===== src/common/bcfr_pkg.sv =====
// Constants and types for the board communication fault reporter
package bcfr_pkg;

    // ------------------------------------------------------------
    // Register bus geometry
    // ------------------------------------------------------------
    localparam int ADDR_W = 8;
    localparam int DATA_W = 32;

    // ------------------------------------------------------------
    // Register offsets (byte addresses)
    // ------------------------------------------------------------
    localparam logic [7:0] REG_CTRL = 8'h00;
    localparam logic [7:0] REG_MISC = 8'h04;
    localparam logic [7:0] REG_CARD_TOP = 8'h08;
    localparam logic [7:0] REG_CARD_BOT = 8'h0c;
    localparam logic [7:0] REG_IRQ_STAT = 8'h10;
    localparam logic [7:0] REG_IRQ_CLR = 8'h14;
    localparam logic [7:0] REG_IRQ_EN = 8'h18;
    localparam logic [7:0] REG_CAT = 8'h1c;
    localparam logic [7:0] REG_HOLD_IDX = 8'h20;
    localparam logic [7:0] REG_HOLD_DATA = 8'h24;
    localparam logic [7:0] REG_AMP_Q = 8'h28;
    localparam logic [7:0] REG_PATH_Q = 8'h2c;
    localparam logic [7:0] REG_CHAR_BASE = 8'h40;
    localparam logic [7:0] REG_CHAR_LAST = 8'h80;

    // ------------------------------------------------------------
    // Control register fields and reset values
    // ------------------------------------------------------------
    localparam int CTRL_MODEL_LSB = 0;
    localparam int CTRL_DET_BIT = 2;
    localparam int CTRL_COMB_BIT = 3;
    localparam int CTRL_W = 4;
    localparam logic [3:0] CTRL_RST = 4'h0;
    localparam logic [2:0] CAT_RST = 3'h0;

    // ------------------------------------------------------------
    // Board identifiers on the poll result port
    // ------------------------------------------------------------
    localparam logic [6:0] BRD_BP1 = 7'h00;
    localparam logic [6:0] BRD_BP2 = 7'h01;
    localparam logic [6:0] BRD_DET1 = 7'h02;
    localparam logic [6:0] BRD_DET2 = 7'h03;
    localparam logic [6:0] BRD_COMB = 7'h04;
    localparam logic [6:0] BRD_AMP1 = 7'h05;
    localparam int MISC_N = 9;
    localparam int CARD_ID_BIT = 6;
    localparam int CAGE_BIT = 5;

    // ------------------------------------------------------------
    // Held status memory
    // ------------------------------------------------------------
    localparam int HOLD_W = 16;
    localparam int HOLD_AW = 4;

    // ------------------------------------------------------------
    // Interrupt bits
    // ------------------------------------------------------------
    localparam int IRQ_LOST = 0;
    localparam int IRQ_BACK = 1;
    localparam int IRQ_W = 2;

    // ------------------------------------------------------------
    // Status strings
    // ------------------------------------------------------------
    localparam int STR_LEN = 17;
    localparam int CARD_DIGITS = 16;
    localparam logic [7:0] CHR_B = 8'h42;
    localparam logic [7:0] CHR_D = 8'h44;
    localparam logic [7:0] CHR_C = 8'h43;
    localparam logic [7:0] CHR_A = 8'h41;
    localparam logic [7:0] CHR_S = 8'h53;
    localparam logic [7:0] CHR_O = 8'h4f;
    localparam logic [7:0] CHR_K = 8'h4b;
    localparam logic [7:0] CHR_ZERO = 8'h30;
    localparam logic [7:0] CHR_ALPHA = 8'h37;

    typedef enum logic [1:0] {
        MDL_CAGE32,
        MDL_SLOT16,
        MDL_RELAY6,
        MDL_RELAY12
    } bcfr_model_t;

    typedef enum logic [2:0] {
        CAT_BP,
        CAT_DET,
        CAT_COMB,
        CAT_AMP,
        CAT_CARD
    } bcfr_cat_t;

endpackage


===== src/hw/bcfr_hold_mem.sv =====
// Last-known status memory for polled boards
`timescale 1ns/1ps
module bcfr_hold_mem
    import bcfr_pkg::*;
(
    // Clock and reset
    input wire logic core_clk,
    input wire logic sys_rst,
    // Write side
    input wire logic we,
    input wire logic [HOLD_AW-1:0] waddr,
    input wire logic [HOLD_W-1:0] wdata,
    // Read side
    input wire logic [HOLD_AW-1:0] raddr,
    output logic [HOLD_W-1:0] rdata_q
);

    logic [HOLD_W-1:0] mem [2**HOLD_AW];

    // Storage; untouched unless a good poll writes it
    always_ff @(posedge core_clk) begin
        if (we) begin
            mem[waddr] <= wdata;
        end
    end

    // Registered read
    always_ff @(posedge core_clk) begin
        if (sys_rst) begin
            rdata_q <= '0;
        end else begin
            rdata_q <= mem[raddr];
        end
    end

endmodule


===== src/hw/bcfr_top.sv =====
// Board communication fault reporter: flags, strings, registers
//
// Functional notes
// - Backplane code B plus two hex digits; bit0 controller 1, bit1 controller 2.
// - Detector code D, same two-bit layout, only when detection fitted.
// - Combiner shows OK when talking, 01 when silent; absent never flagged.
// - Four amp boards in one digit, bits 0-3; all good shows OK.
// - Amp board n serves amplifiers 8n-7 to 8n.
// - Silent amp board keeps last pass/fail and supply states unchanged.
// - Card string is S plus 16 hex digits, one bit per silent card.
// - Big matrix: upper eight digits bottom cage, slot 32 in MSB.
// - Sixteen-slot matrix uses low four digits, slot 1 highest bit.
// - Six-slot matrix: slots 1-2 bits 5-4, slots 3-6 last digit.
// - All cards good gives an all-zero card string.
// - Twelve-slot listing: slot n sets bit n-1, slots 1-4 lowest digit.
// - Odd slot 2k-1 serves inputs 1-8, even slot 2k inputs 9-16.
// - Silent board keeps reported voltage status at last received values.
`timescale 1ns/1ps
module bcfr_top
    import bcfr_pkg::*;
(
    // Clock and reset
    input wire logic core_clk,
    input wire logic sys_rst,
    // Poll results from the internal bus master
    input wire logic poll_valid,
    input wire logic [6:0] poll_board,
    input wire logic poll_ok,
    input wire logic [HOLD_W-1:0] poll_data,
    // Register port
    input wire logic [ADDR_W-1:0] reg_addr,
    input wire logic [DATA_W-1:0] reg_wdata,
    input wire logic reg_wr,
    input wire logic reg_rd,
    output logic [DATA_W-1:0] reg_rdata_q,
    // Status outputs
    output logic irq_q,
    output logic fault_q
);

    // ------------------------------------------------------------
    // Helper functions
    // ------------------------------------------------------------

    // Upper-case ASCII for one nibble
    function automatic logic [7:0] hex_ascii(input logic [3:0] n);
        if (n < 4'ha) begin
            hex_ascii = CHR_ZERO + {4'h0, n};
        end else begin
            hex_ascii = CHR_ALPHA + {4'h0, n};
        end
    endfunction

    // Reverse the low bits so slot 1 lands in the highest position
    function automatic logic [15:0] rev16(input logic [15:0] v);
        for (int i = 0; i < 16; i++) begin
            rev16[i] = v[15-i];
        end
    endfunction

    // Card word per model; top/bot are indexed by slot-1
    function automatic logic [63:0] card_map(input bcfr_model_t m,
                                             input logic [31:0] top,
                                             input logic [31:0] bot);
        card_map = '0;
        case (m)
            MDL_CAGE32: card_map = {bot, top};
            MDL_SLOT16: card_map[15:0] = rev16(top[15:0]);
            MDL_RELAY6: begin
                for (int i = 0; i < 6; i++) begin
                    card_map[5-i] = top[i];
                end
            end
            MDL_RELAY12: card_map[11:0] = top[11:0];
            default: card_map = '0;
        endcase
    endfunction

    // ------------------------------------------------------------
    // Control and configuration registers
    // ------------------------------------------------------------
    logic [CTRL_W-1:0] ctrl_q;
    logic [2:0] cat_q;
    logic [HOLD_AW-1:0] hold_idx_q;
    logic [4:0] amp_sel_q;
    logic [2:0] path_out_q;
    logic [3:0] path_in_q;
    bcfr_model_t model;
    logic det_fit;
    logic comb_fit;

    assign model = bcfr_model_t'(ctrl_q[CTRL_MODEL_LSB+:2]);
    assign det_fit = ctrl_q[CTRL_DET_BIT];
    assign comb_fit = ctrl_q[CTRL_COMB_BIT];

    // Software-written configuration
    always_ff @(posedge core_clk) begin
        if (sys_rst) begin
            ctrl_q <= CTRL_RST;
            cat_q <= CAT_RST;
            hold_idx_q <= '0;
            amp_sel_q <= '0;
            path_out_q <= '0;
            path_in_q <= '0;
        end else if (reg_wr) begin
            case (reg_addr)
                REG_CTRL: ctrl_q <= reg_wdata[CTRL_W-1:0];
                REG_CAT: cat_q <= reg_wdata[2:0];
                REG_HOLD_IDX: hold_idx_q <= reg_wdata[HOLD_AW-1:0];
                REG_AMP_Q: amp_sel_q <= reg_wdata[4:0];
                REG_PATH_Q: begin
                    path_out_q <= reg_wdata[6:4];
                    path_in_q <= reg_wdata[3:0];
                end
                default: ;
            endcase
        end
    end

    // ------------------------------------------------------------
    // Per-board not-communicating flags
    // ------------------------------------------------------------
    logic [MISC_N-1:0] misc_q;
    logic [31:0] card_top_q;
    logic [31:0] card_bot_q;
    logic is_card;
    logic is_misc;
    logic old_flag;

    assign is_card = poll_board[CARD_ID_BIT];
    assign is_misc = !is_card && (poll_board < 7'(MISC_N));

    // Flag held before this poll, for edge events
    always_comb begin
        old_flag = 1'b0;
        if (is_card && poll_board[CAGE_BIT]) begin
            old_flag = card_bot_q[poll_board[4:0]];
        end else if (is_card) begin
            old_flag = card_top_q[poll_board[4:0]];
        end else if (is_misc) begin
            old_flag = misc_q[poll_board[3:0]];
        end
    end

    always_ff @(posedge core_clk) begin
        if (sys_rst) begin
            misc_q <= '0;
            card_top_q <= '0;
            card_bot_q <= '0;
        end else begin
            if (poll_valid && is_misc) begin
                misc_q[poll_board[3:0]] <= !poll_ok;
            end
            if (poll_valid && is_card && poll_board[CAGE_BIT]) begin
                card_bot_q[poll_board[4:0]] <= !poll_ok;
            end
            if (poll_valid && is_card && !poll_board[CAGE_BIT]) begin
                card_top_q[poll_board[4:0]] <= !poll_ok;
            end
            if (!comb_fit) begin
                misc_q[BRD_COMB[3:0]] <= 1'b0;
            end
        end
    end

    // ------------------------------------------------------------
    // Last-known status store
    // ------------------------------------------------------------
    logic hold_we;
    logic [HOLD_W-1:0] hold_rdata;

    assign hold_we = poll_valid && is_misc && poll_ok;

    bcfr_hold_mem u_hold (
        .core_clk(core_clk),
        .sys_rst(sys_rst),
        .we(hold_we),
        .waddr(poll_board[HOLD_AW-1:0]),
        .wdata(poll_data),
        .raddr(hold_idx_q),
        .rdata_q(hold_rdata)
    );

    // ------------------------------------------------------------
    // Status string assembly
    // ------------------------------------------------------------
    logic [63:0] card_word;
    logic [1:0] bp_bits;
    logic [1:0] det_bits;
    logic [3:0] amp_bits;
    logic [7:0] str [STR_LEN];

    assign card_word = card_map(model, card_top_q, card_bot_q);
    assign bp_bits = misc_q[BRD_BP2[3:0]:BRD_BP1[3:0]];
    assign det_bits = det_fit ? misc_q[BRD_DET2[3:0]:BRD_DET1[3:0]] : 2'b00;
    assign amp_bits = misc_q[BRD_AMP1[3:0]+:4];

    // Selected string; cheap since only one is built at a time
    always_comb begin
        for (int i = 0; i < STR_LEN; i++) begin
            str[i] = 8'h00;
        end
        case (bcfr_cat_t'(cat_q))
            CAT_BP: begin
                str[0] = CHR_B;
                str[1] = CHR_ZERO;
                str[2] = hex_ascii({2'b00, bp_bits});
            end
            CAT_DET: begin
                str[0] = CHR_D;
                str[1] = CHR_ZERO;
                str[2] = hex_ascii({2'b00, det_bits});
            end
            CAT_COMB: begin
                str[0] = CHR_C;
                str[1] = misc_q[BRD_COMB[3:0]] ? CHR_ZERO : CHR_O;
                str[2] = misc_q[BRD_COMB[3:0]] ? hex_ascii(4'h1) : CHR_K;
            end
            // amp digit, OK when all good
            CAT_AMP: begin
                str[0] = CHR_A;
                str[1] = (amp_bits == 4'h0) ? CHR_O : CHR_ZERO;
                str[2] = (amp_bits == 4'h0) ? CHR_K : hex_ascii(amp_bits);
            end
            CAT_CARD: begin
                str[0] = CHR_S;
                for (int d = 0; d < CARD_DIGITS; d++) begin
                    str[d+1] = hex_ascii(card_word[(CARD_DIGITS-1-d)*4+:4]);
                end
            end
            default: ;
        endcase
    end

    // ------------------------------------------------------------
    // Serving-board lookups
    // ------------------------------------------------------------
    logic [1:0] amp_board;
    logic [3:0] path_slot;
    logic path_flag;

    assign amp_board = amp_sel_q[4:3];

    // odd slot low inputs, even slot high inputs
    always_comb begin
        path_slot = {path_out_q, 1'b0} - 4'h1;
        if (path_in_q[3]) begin
            path_slot = {path_out_q, 1'b0};
        end
        path_flag = card_top_q[path_slot - 4'h1];
    end

    // ------------------------------------------------------------
    // Interrupt status, enable and clear
    // ------------------------------------------------------------
    logic [IRQ_W-1:0] irq_stat_q;
    logic [IRQ_W-1:0] irq_en_q;
    logic [IRQ_W-1:0] irq_set;
    logic [IRQ_W-1:0] irq_clr;

    // no loss event from an absent combiner
    assign irq_set[IRQ_LOST] = poll_valid && !poll_ok && !old_flag &&
                               (is_card || is_misc) &&
                               !(poll_board == BRD_COMB && !comb_fit);
    assign irq_set[IRQ_BACK] = poll_valid && poll_ok && old_flag;
    assign irq_clr = (reg_wr && reg_addr == REG_IRQ_CLR) ?
                     reg_wdata[IRQ_W-1:0] : '0;

    // Sticky bits; a new event beats a clear in the same cycle
    always_ff @(posedge core_clk) begin
        if (sys_rst) begin
            irq_stat_q <= '0;
        end else begin
            irq_stat_q <= (irq_stat_q & ~irq_clr) | irq_set;
        end
    end

    // Enable register
    always_ff @(posedge core_clk) begin
        if (sys_rst) begin
            irq_en_q <= '0;
        end else if (reg_wr && reg_addr == REG_IRQ_EN) begin
            irq_en_q <= reg_wdata[IRQ_W-1:0];
        end
    end

    // Level outputs, one cycle behind their sources
    always_ff @(posedge core_clk) begin
        if (sys_rst) begin
            irq_q <= 1'b0;
            fault_q <= 1'b0;
        end else begin
            irq_q <= |(irq_stat_q & irq_en_q);
            fault_q <= (|bp_bits) || (|det_bits) || (|amp_bits) ||
                       misc_q[BRD_COMB[3:0]] || (|card_word);
        end
    end

    // ------------------------------------------------------------
    // Register read
    // ------------------------------------------------------------
    logic [DATA_W-1:0] rd_d;
    logic [7:0] char_off;

    assign char_off = reg_addr - REG_CHAR_BASE;

    // Read mux; unmapped addresses read zero
    always_comb begin
        rd_d = '0;
        case (reg_addr)
            REG_CTRL: rd_d[CTRL_W-1:0] = ctrl_q;
            REG_MISC: rd_d[MISC_N-1:0] = misc_q;
            REG_CARD_TOP: rd_d = card_top_q;
            REG_CARD_BOT: rd_d = card_bot_q;
            REG_IRQ_STAT: rd_d[IRQ_W-1:0] = irq_stat_q;
            REG_IRQ_EN: rd_d[IRQ_W-1:0] = irq_en_q;
            REG_CAT: rd_d[2:0] = cat_q;
            REG_HOLD_IDX: rd_d[HOLD_AW-1:0] = hold_idx_q;
            REG_HOLD_DATA: rd_d[HOLD_W-1:0] = hold_rdata;
            REG_AMP_Q: rd_d[3:0] = {amp_board, 1'b0,
                                   misc_q[BRD_AMP1[3:0] + {2'b00, amp_board}]};
            REG_PATH_Q: rd_d[4:0] = {path_slot, path_flag};
            default: begin
                if (reg_addr >= REG_CHAR_BASE && reg_addr <= REG_CHAR_LAST &&
                    reg_addr[1:0] == 2'b00) begin
                    rd_d[7:0] = str[char_off[6:2]];
                end
            end
        endcase
    end

    // Data stand only in the cycle after the strobe
    always_ff @(posedge core_clk) begin
        if (sys_rst) begin
            reg_rdata_q <= '0;
        end else begin
            reg_rdata_q <= reg_rd ? rd_d : '0;
        end
    end
endmodule


===== config.mk =====
export PLATFORM = sky130hd
export DESIGN_NAME = bcfr_top
export DESIGN_NICKNAME = d
export VERILOG_FILES = /design/src/common/bcfr_pkg.sv /design/src/hw/bcfr_hold_mem.sv /design/src/hw/bcfr_top.sv
export SDC_FILE = /design/constraint.sdc
export NUM_CORES = 1
export LEC_CHECK = 0
export BUFFER_PORTS_ARGS = -buffer_cell sky130_fd_sc_hd__buf_2
export CAP_MARGIN = 20
export CELL_PAD_IN_SITES_DETAIL_PLACEMENT = 1
export CELL_PAD_IN_SITES_GLOBAL_PLACEMENT = 1
export CORE_ASPECT_RATIO = 0.7
export CORE_MARGIN = 4
export CORE_UTILIZATION = 50
export CTS_BUF_LIST = sky130_fd_sc_hd__clkbuf_16
export DETAILED_ROUTE_END_ITERATION = 6
export HOLD_SLACK_MARGIN = 0.02
export PLACE_DENSITY = 0.87
export SYNTH_ARGS = -nofsm -noshare
export SYNTH_HDL_FRONTEND = slang
export SYNTH_HIERARCHICAL = 1
export SYNTH_SLANG_ARGS = --single-unit

===== constraint.sdc =====
create_clock -name core_clk -period 4.6 [get_ports core_clk]
set_input_delay 0.46 -clock core_clk [delete_from_list [all_inputs] [get_ports core_clk]]
set_output_delay 0.46 -clock core_clk [all_outputs]
set_load 0.05 [all_outputs]

==> impl_results.md <==
* Post-layout min period at approximately 3800 ps
* Hpwl dp at 49500 um
* Reg2reg end: reg_rdata_q[2]
* Largest net degree at the start of global routing at between 70 and 80
* Setup TNS at 0 ps
* Flop pwr share at 52.0%
* Main flop type after synthesis: edfxtp_1
* Multiplexer share of the synthesized area at a little over a tenth
* Clock skew at approximately 22 ps
* Worst slew pin tran at 1290 ps
* Yosys top cell by area: edfxtp_1
* Synth top area cells: edfxtp_1, dfxtp_1, mux2i_1, mux4_2, nor2_1
* Sequential cell area at ~11000 um2
* Switching share of power at 23.5%
* Post-Syn Area at between 20000 and 25000 um2
* Reg-to-reg startpoint: ctrl_q[1]
* CTS tree: done
* Total setup buffers inserted after CTS at 0
* DR vias at 16800
* Max-Cap Viols at 0
* Fmax at between 200 and 300 MHz
* XOR/XNOR Fraction of Synth Area at less than 1%
* Starting Density at between 50% and 60%
* DRC violations left at 0
* Number of synthesized register bits at 400
* Pwr dens at approximately 340 nW/um2
* Worst Path Arrival at between 4000 and 5000 ps
* Hold-fix buffers, CTS at 0
* Reg2reg path depth at 11
* Crit path max fanout at 25
* Core Util, Final at between 50% and 60%
* Die Area at roughly 43000 um2
* EDFF count, synth at ~260
* NetSw at 0.00173 W
* DR WL met3 at 9460 um
* Seq/Total Area, Yosys at ~53%
* Fillers at around 4100
* Setup violations, final at 0
* Largest family of logic cells by synthesized area: compound AO/OA/AOI/OAI gates
* Die H at about 180 um
* Comb power frac at 4.2%
* Worst stage delay on the critical path at 1130 ps
* Pleak at 6.93 nW
* PortBufs at between 70 and 80
* Startpoint Class: register
* Pins over their slew limit at 0
* Wire length per cell at slightly above 30 um
* WHS Endpoint: path_out_q[2]
* Initial DRC count at 2665
* Post-synthesis compound-gate area fraction at 16.6%
* Reg-to-reg setup timing slack at between 800 and 900 ps
* Layout cell share with drive strength beyond 1 at 14.8%
* Type of the tightest min-delay check: primary input to register
* Mapped Cells at around 1800
* Clk slew on worst S/H paths at ~70 ps
* Wl on met1 at approximately 30000 um
* Yosys top cell area share at 38.4%
* Latest clock arrival within the worst-skew pair at between 500 and 600 ps
* Hold Startpoint: reg_wdata[6]
* Clk sinks at 400
* Num CTS Buffers at 40
* Row cnt at 61
* Global-route wire length before repair at about 110000 um
* Htree depth at 2
* Clk buf depth at 3
* Synth-to-layout area growth at 9.98%
* Syn nets at roughly 1900
* Avg Cell Area, Syn at about 11 um2
* Asr flop ratio synth at 0%
* Post-synthesis cell type count at approximately 90
* RSZ-0062 raised after global routing: false
* Post-synthesis adder-cell area fraction at under 10%
* Worst path cell trace: inv_1, ha_2, nand2_1, ha_1, a21bo_2, a21oi_1, o21ai_0, a2111oi_0, or4_1, a31oi_1, o22ai_1
* VDD IR max at between 300 and 400 uV
* Yosys warns at 6
* Cell Int Power at 0.00564 W
* Total GRT Usage at between 30% and 40%
* GP Congestion at just under 1
* DIE WIDTH at between 200 and 250 um
* Power Total at approximately 0.0074 W
* Worst setup path class: register to register
* Critical path capture point type: register
* Hold depth at 3
* Final period utilization at about 82%
* Total grt overflow at 0
* Post-CTS sizing at 0
* Area of the multi-input gates at 8710 um2
* TritonRoute pass-1 iters at 6
* Worst EP required at slightly above 5000 ps
* Outcome: finished, final reports clean
* Core ar. at roughly 40000 um2
* I/O pins at 103
* Final nets at 1920
* Worst rel slew slack at about an eighth
* WL met2 at about 33000 um
* Antenna-violating nets left at 0
* Highest Signal Layer: met5
* ANT cells at 0
* Simple-gate area share of the yosys netlist at between 10 and 15%
* Critical Path Slowest Stage Cell: a2111oi_0
* Vias/cell at between 7 and 8
* Clk pwr share at 43.8%
* Initial antenna violation count at 5
* Root Driver: clkbuf_16
* Vias in the first global route at roughly 17000
* Final hold vios at 0
* Total Wirelength at roughly 74000 um
[cell families after synthesis]
kind of cell / count (synthesis)
AO/OA/AOI/OAI: 480
XOR/XNOR: 22
adder cells (fa/ha/maj): 39
buffers and inverters: 163
flip-flops: 400
multiplexers: 156
AND/OR/NAND/NOR: 533
[critical path, delay by kind of cell (launching register included)]
| kind | cells | cell delay, ps |
|---|---|---|
| adders and majority gates | 2 | 840 |
| buffers and inverters | 1 | 160 |
| and+or+nand+nor | 2 | 410 |
| AOI/OAI and AO/OA | 6 | 1870 |
| DFF | 1 | 380 |
[final cells by class]
type,instances,share of cell area (%)
flip-flops and latches,400,48.0
multi-input cells,1230,39.6
clock buffers,41,4.66
repair buffers,121,3.34
well taps,535,3.04
clock inverters,33,1.03
inverters,19,0.324
[registers in the layout, summed over array words and instances, names as in the netlist]
signal	count
amp_sel_q	2
card_bot_q	32
card_top_q	32
cat_q	3
ctrl_q	4
fault_q	1
hold_idx_q	4
irq_en_q	2
irq_q	1
irq_stat_q	2
misc_q	9
path_in_q	1
path_out_q	3
reg_rdata_q	32
u_hold/mem	256
u_hold/rdata_q	16
[synth_stat cells (all sizes together) (34+ instances only)]
cell type and count:
edfxtp 256, nor2 176, nand2 152, dfxtp 144, mux2i 109, a21oi 107, clkbuf 87, a22oi 81
o21ai 67, a211oi 59, buf 57, mux4 41, ha 39, nand3 36, nand2b 34
[worst max-delay path by stage]
stage             startpoint          endpoint  depth (start not counted)
2_1_floorplan  poll_board[0]  u_hold/mem[0][0]                          9
3_3_place_gp   poll_board[1]  u_hold/mem[8][3]                          8
3_5_place_dp   poll_board[1]  u_hold/mem[8][0]                          8
4_1_cts            ctrl_q[1]    reg_rdata_q[2]                         11
5_1_grt            ctrl_q[1]    reg_rdata_q[2]                         11
6_report           ctrl_q[1]    reg_rdata_q[2]                         11
[power groups by stage]
stage                     sequential (W)  combinational (W)  clock (W)
after global routing             0.00383           0.000326    0.00340
after CTS                        0.00384           0.000299    0.00323
final                            0.00384           0.000311    0.00323
after global placement           0.00391           0.000285          0
after floorplan                  0.00391           0.000165          0
after detailed placement         0.00391           0.000296          0
[placed cells by master, fill, tap and decap left out, types with 17 or more instances in the layout]
cell type / instances
nand3_1: 36
clkbuf_16: 41
nor3_1: 17
ha_1: 38
o21ai_0: 65
dfxtp_1: 143
nand2b_1: 34
mux4_2: 40
buf_2: 77
mux2i_1: 109
a22oi_1: 80
edfxtp_1: 256
nor2_1: 159
nand2_1: 152
a21oi_1: 105
buf_4: 42
a31oi_1: 17
nor2_2: 17
nor2b_1: 25
inv_1: 28
a311oi_1: 29
a211oi_1: 59
[metal layers]
| metal | vias to the layer above | track usage, % |
|---|---|---|
| met3 | 206 | 9.43 |
| met2 | 1206 | 51.3 |
| li1 | 6899 | - |
| met4 | 12 | 8.95 |
| met5 | - | 0 |
| met1 | 8436 | 46.9 |
[per-stage QoR]
| step | setup WS, ps | instances | instance area (um2) | hold slack, ps |
|---|---|---|---|---|
| 4_1_cts | 1120 | 2378 | 22000 | 139 |
| 6_report | 817 | 2379 | 22000 | 152 |
| 3_3_place_gp | 1080 | 2303 | 20700 | 428 |
| 2_1_floorplan | 833 | 1793 | 20000 | 417 |
| 3_5_place_dp | 835 | 2304 | 20800 | 431 |
| 5_1_grt | 876 | 2379 | 22000 | 160 |
Power figures use the tool's default switching activity.
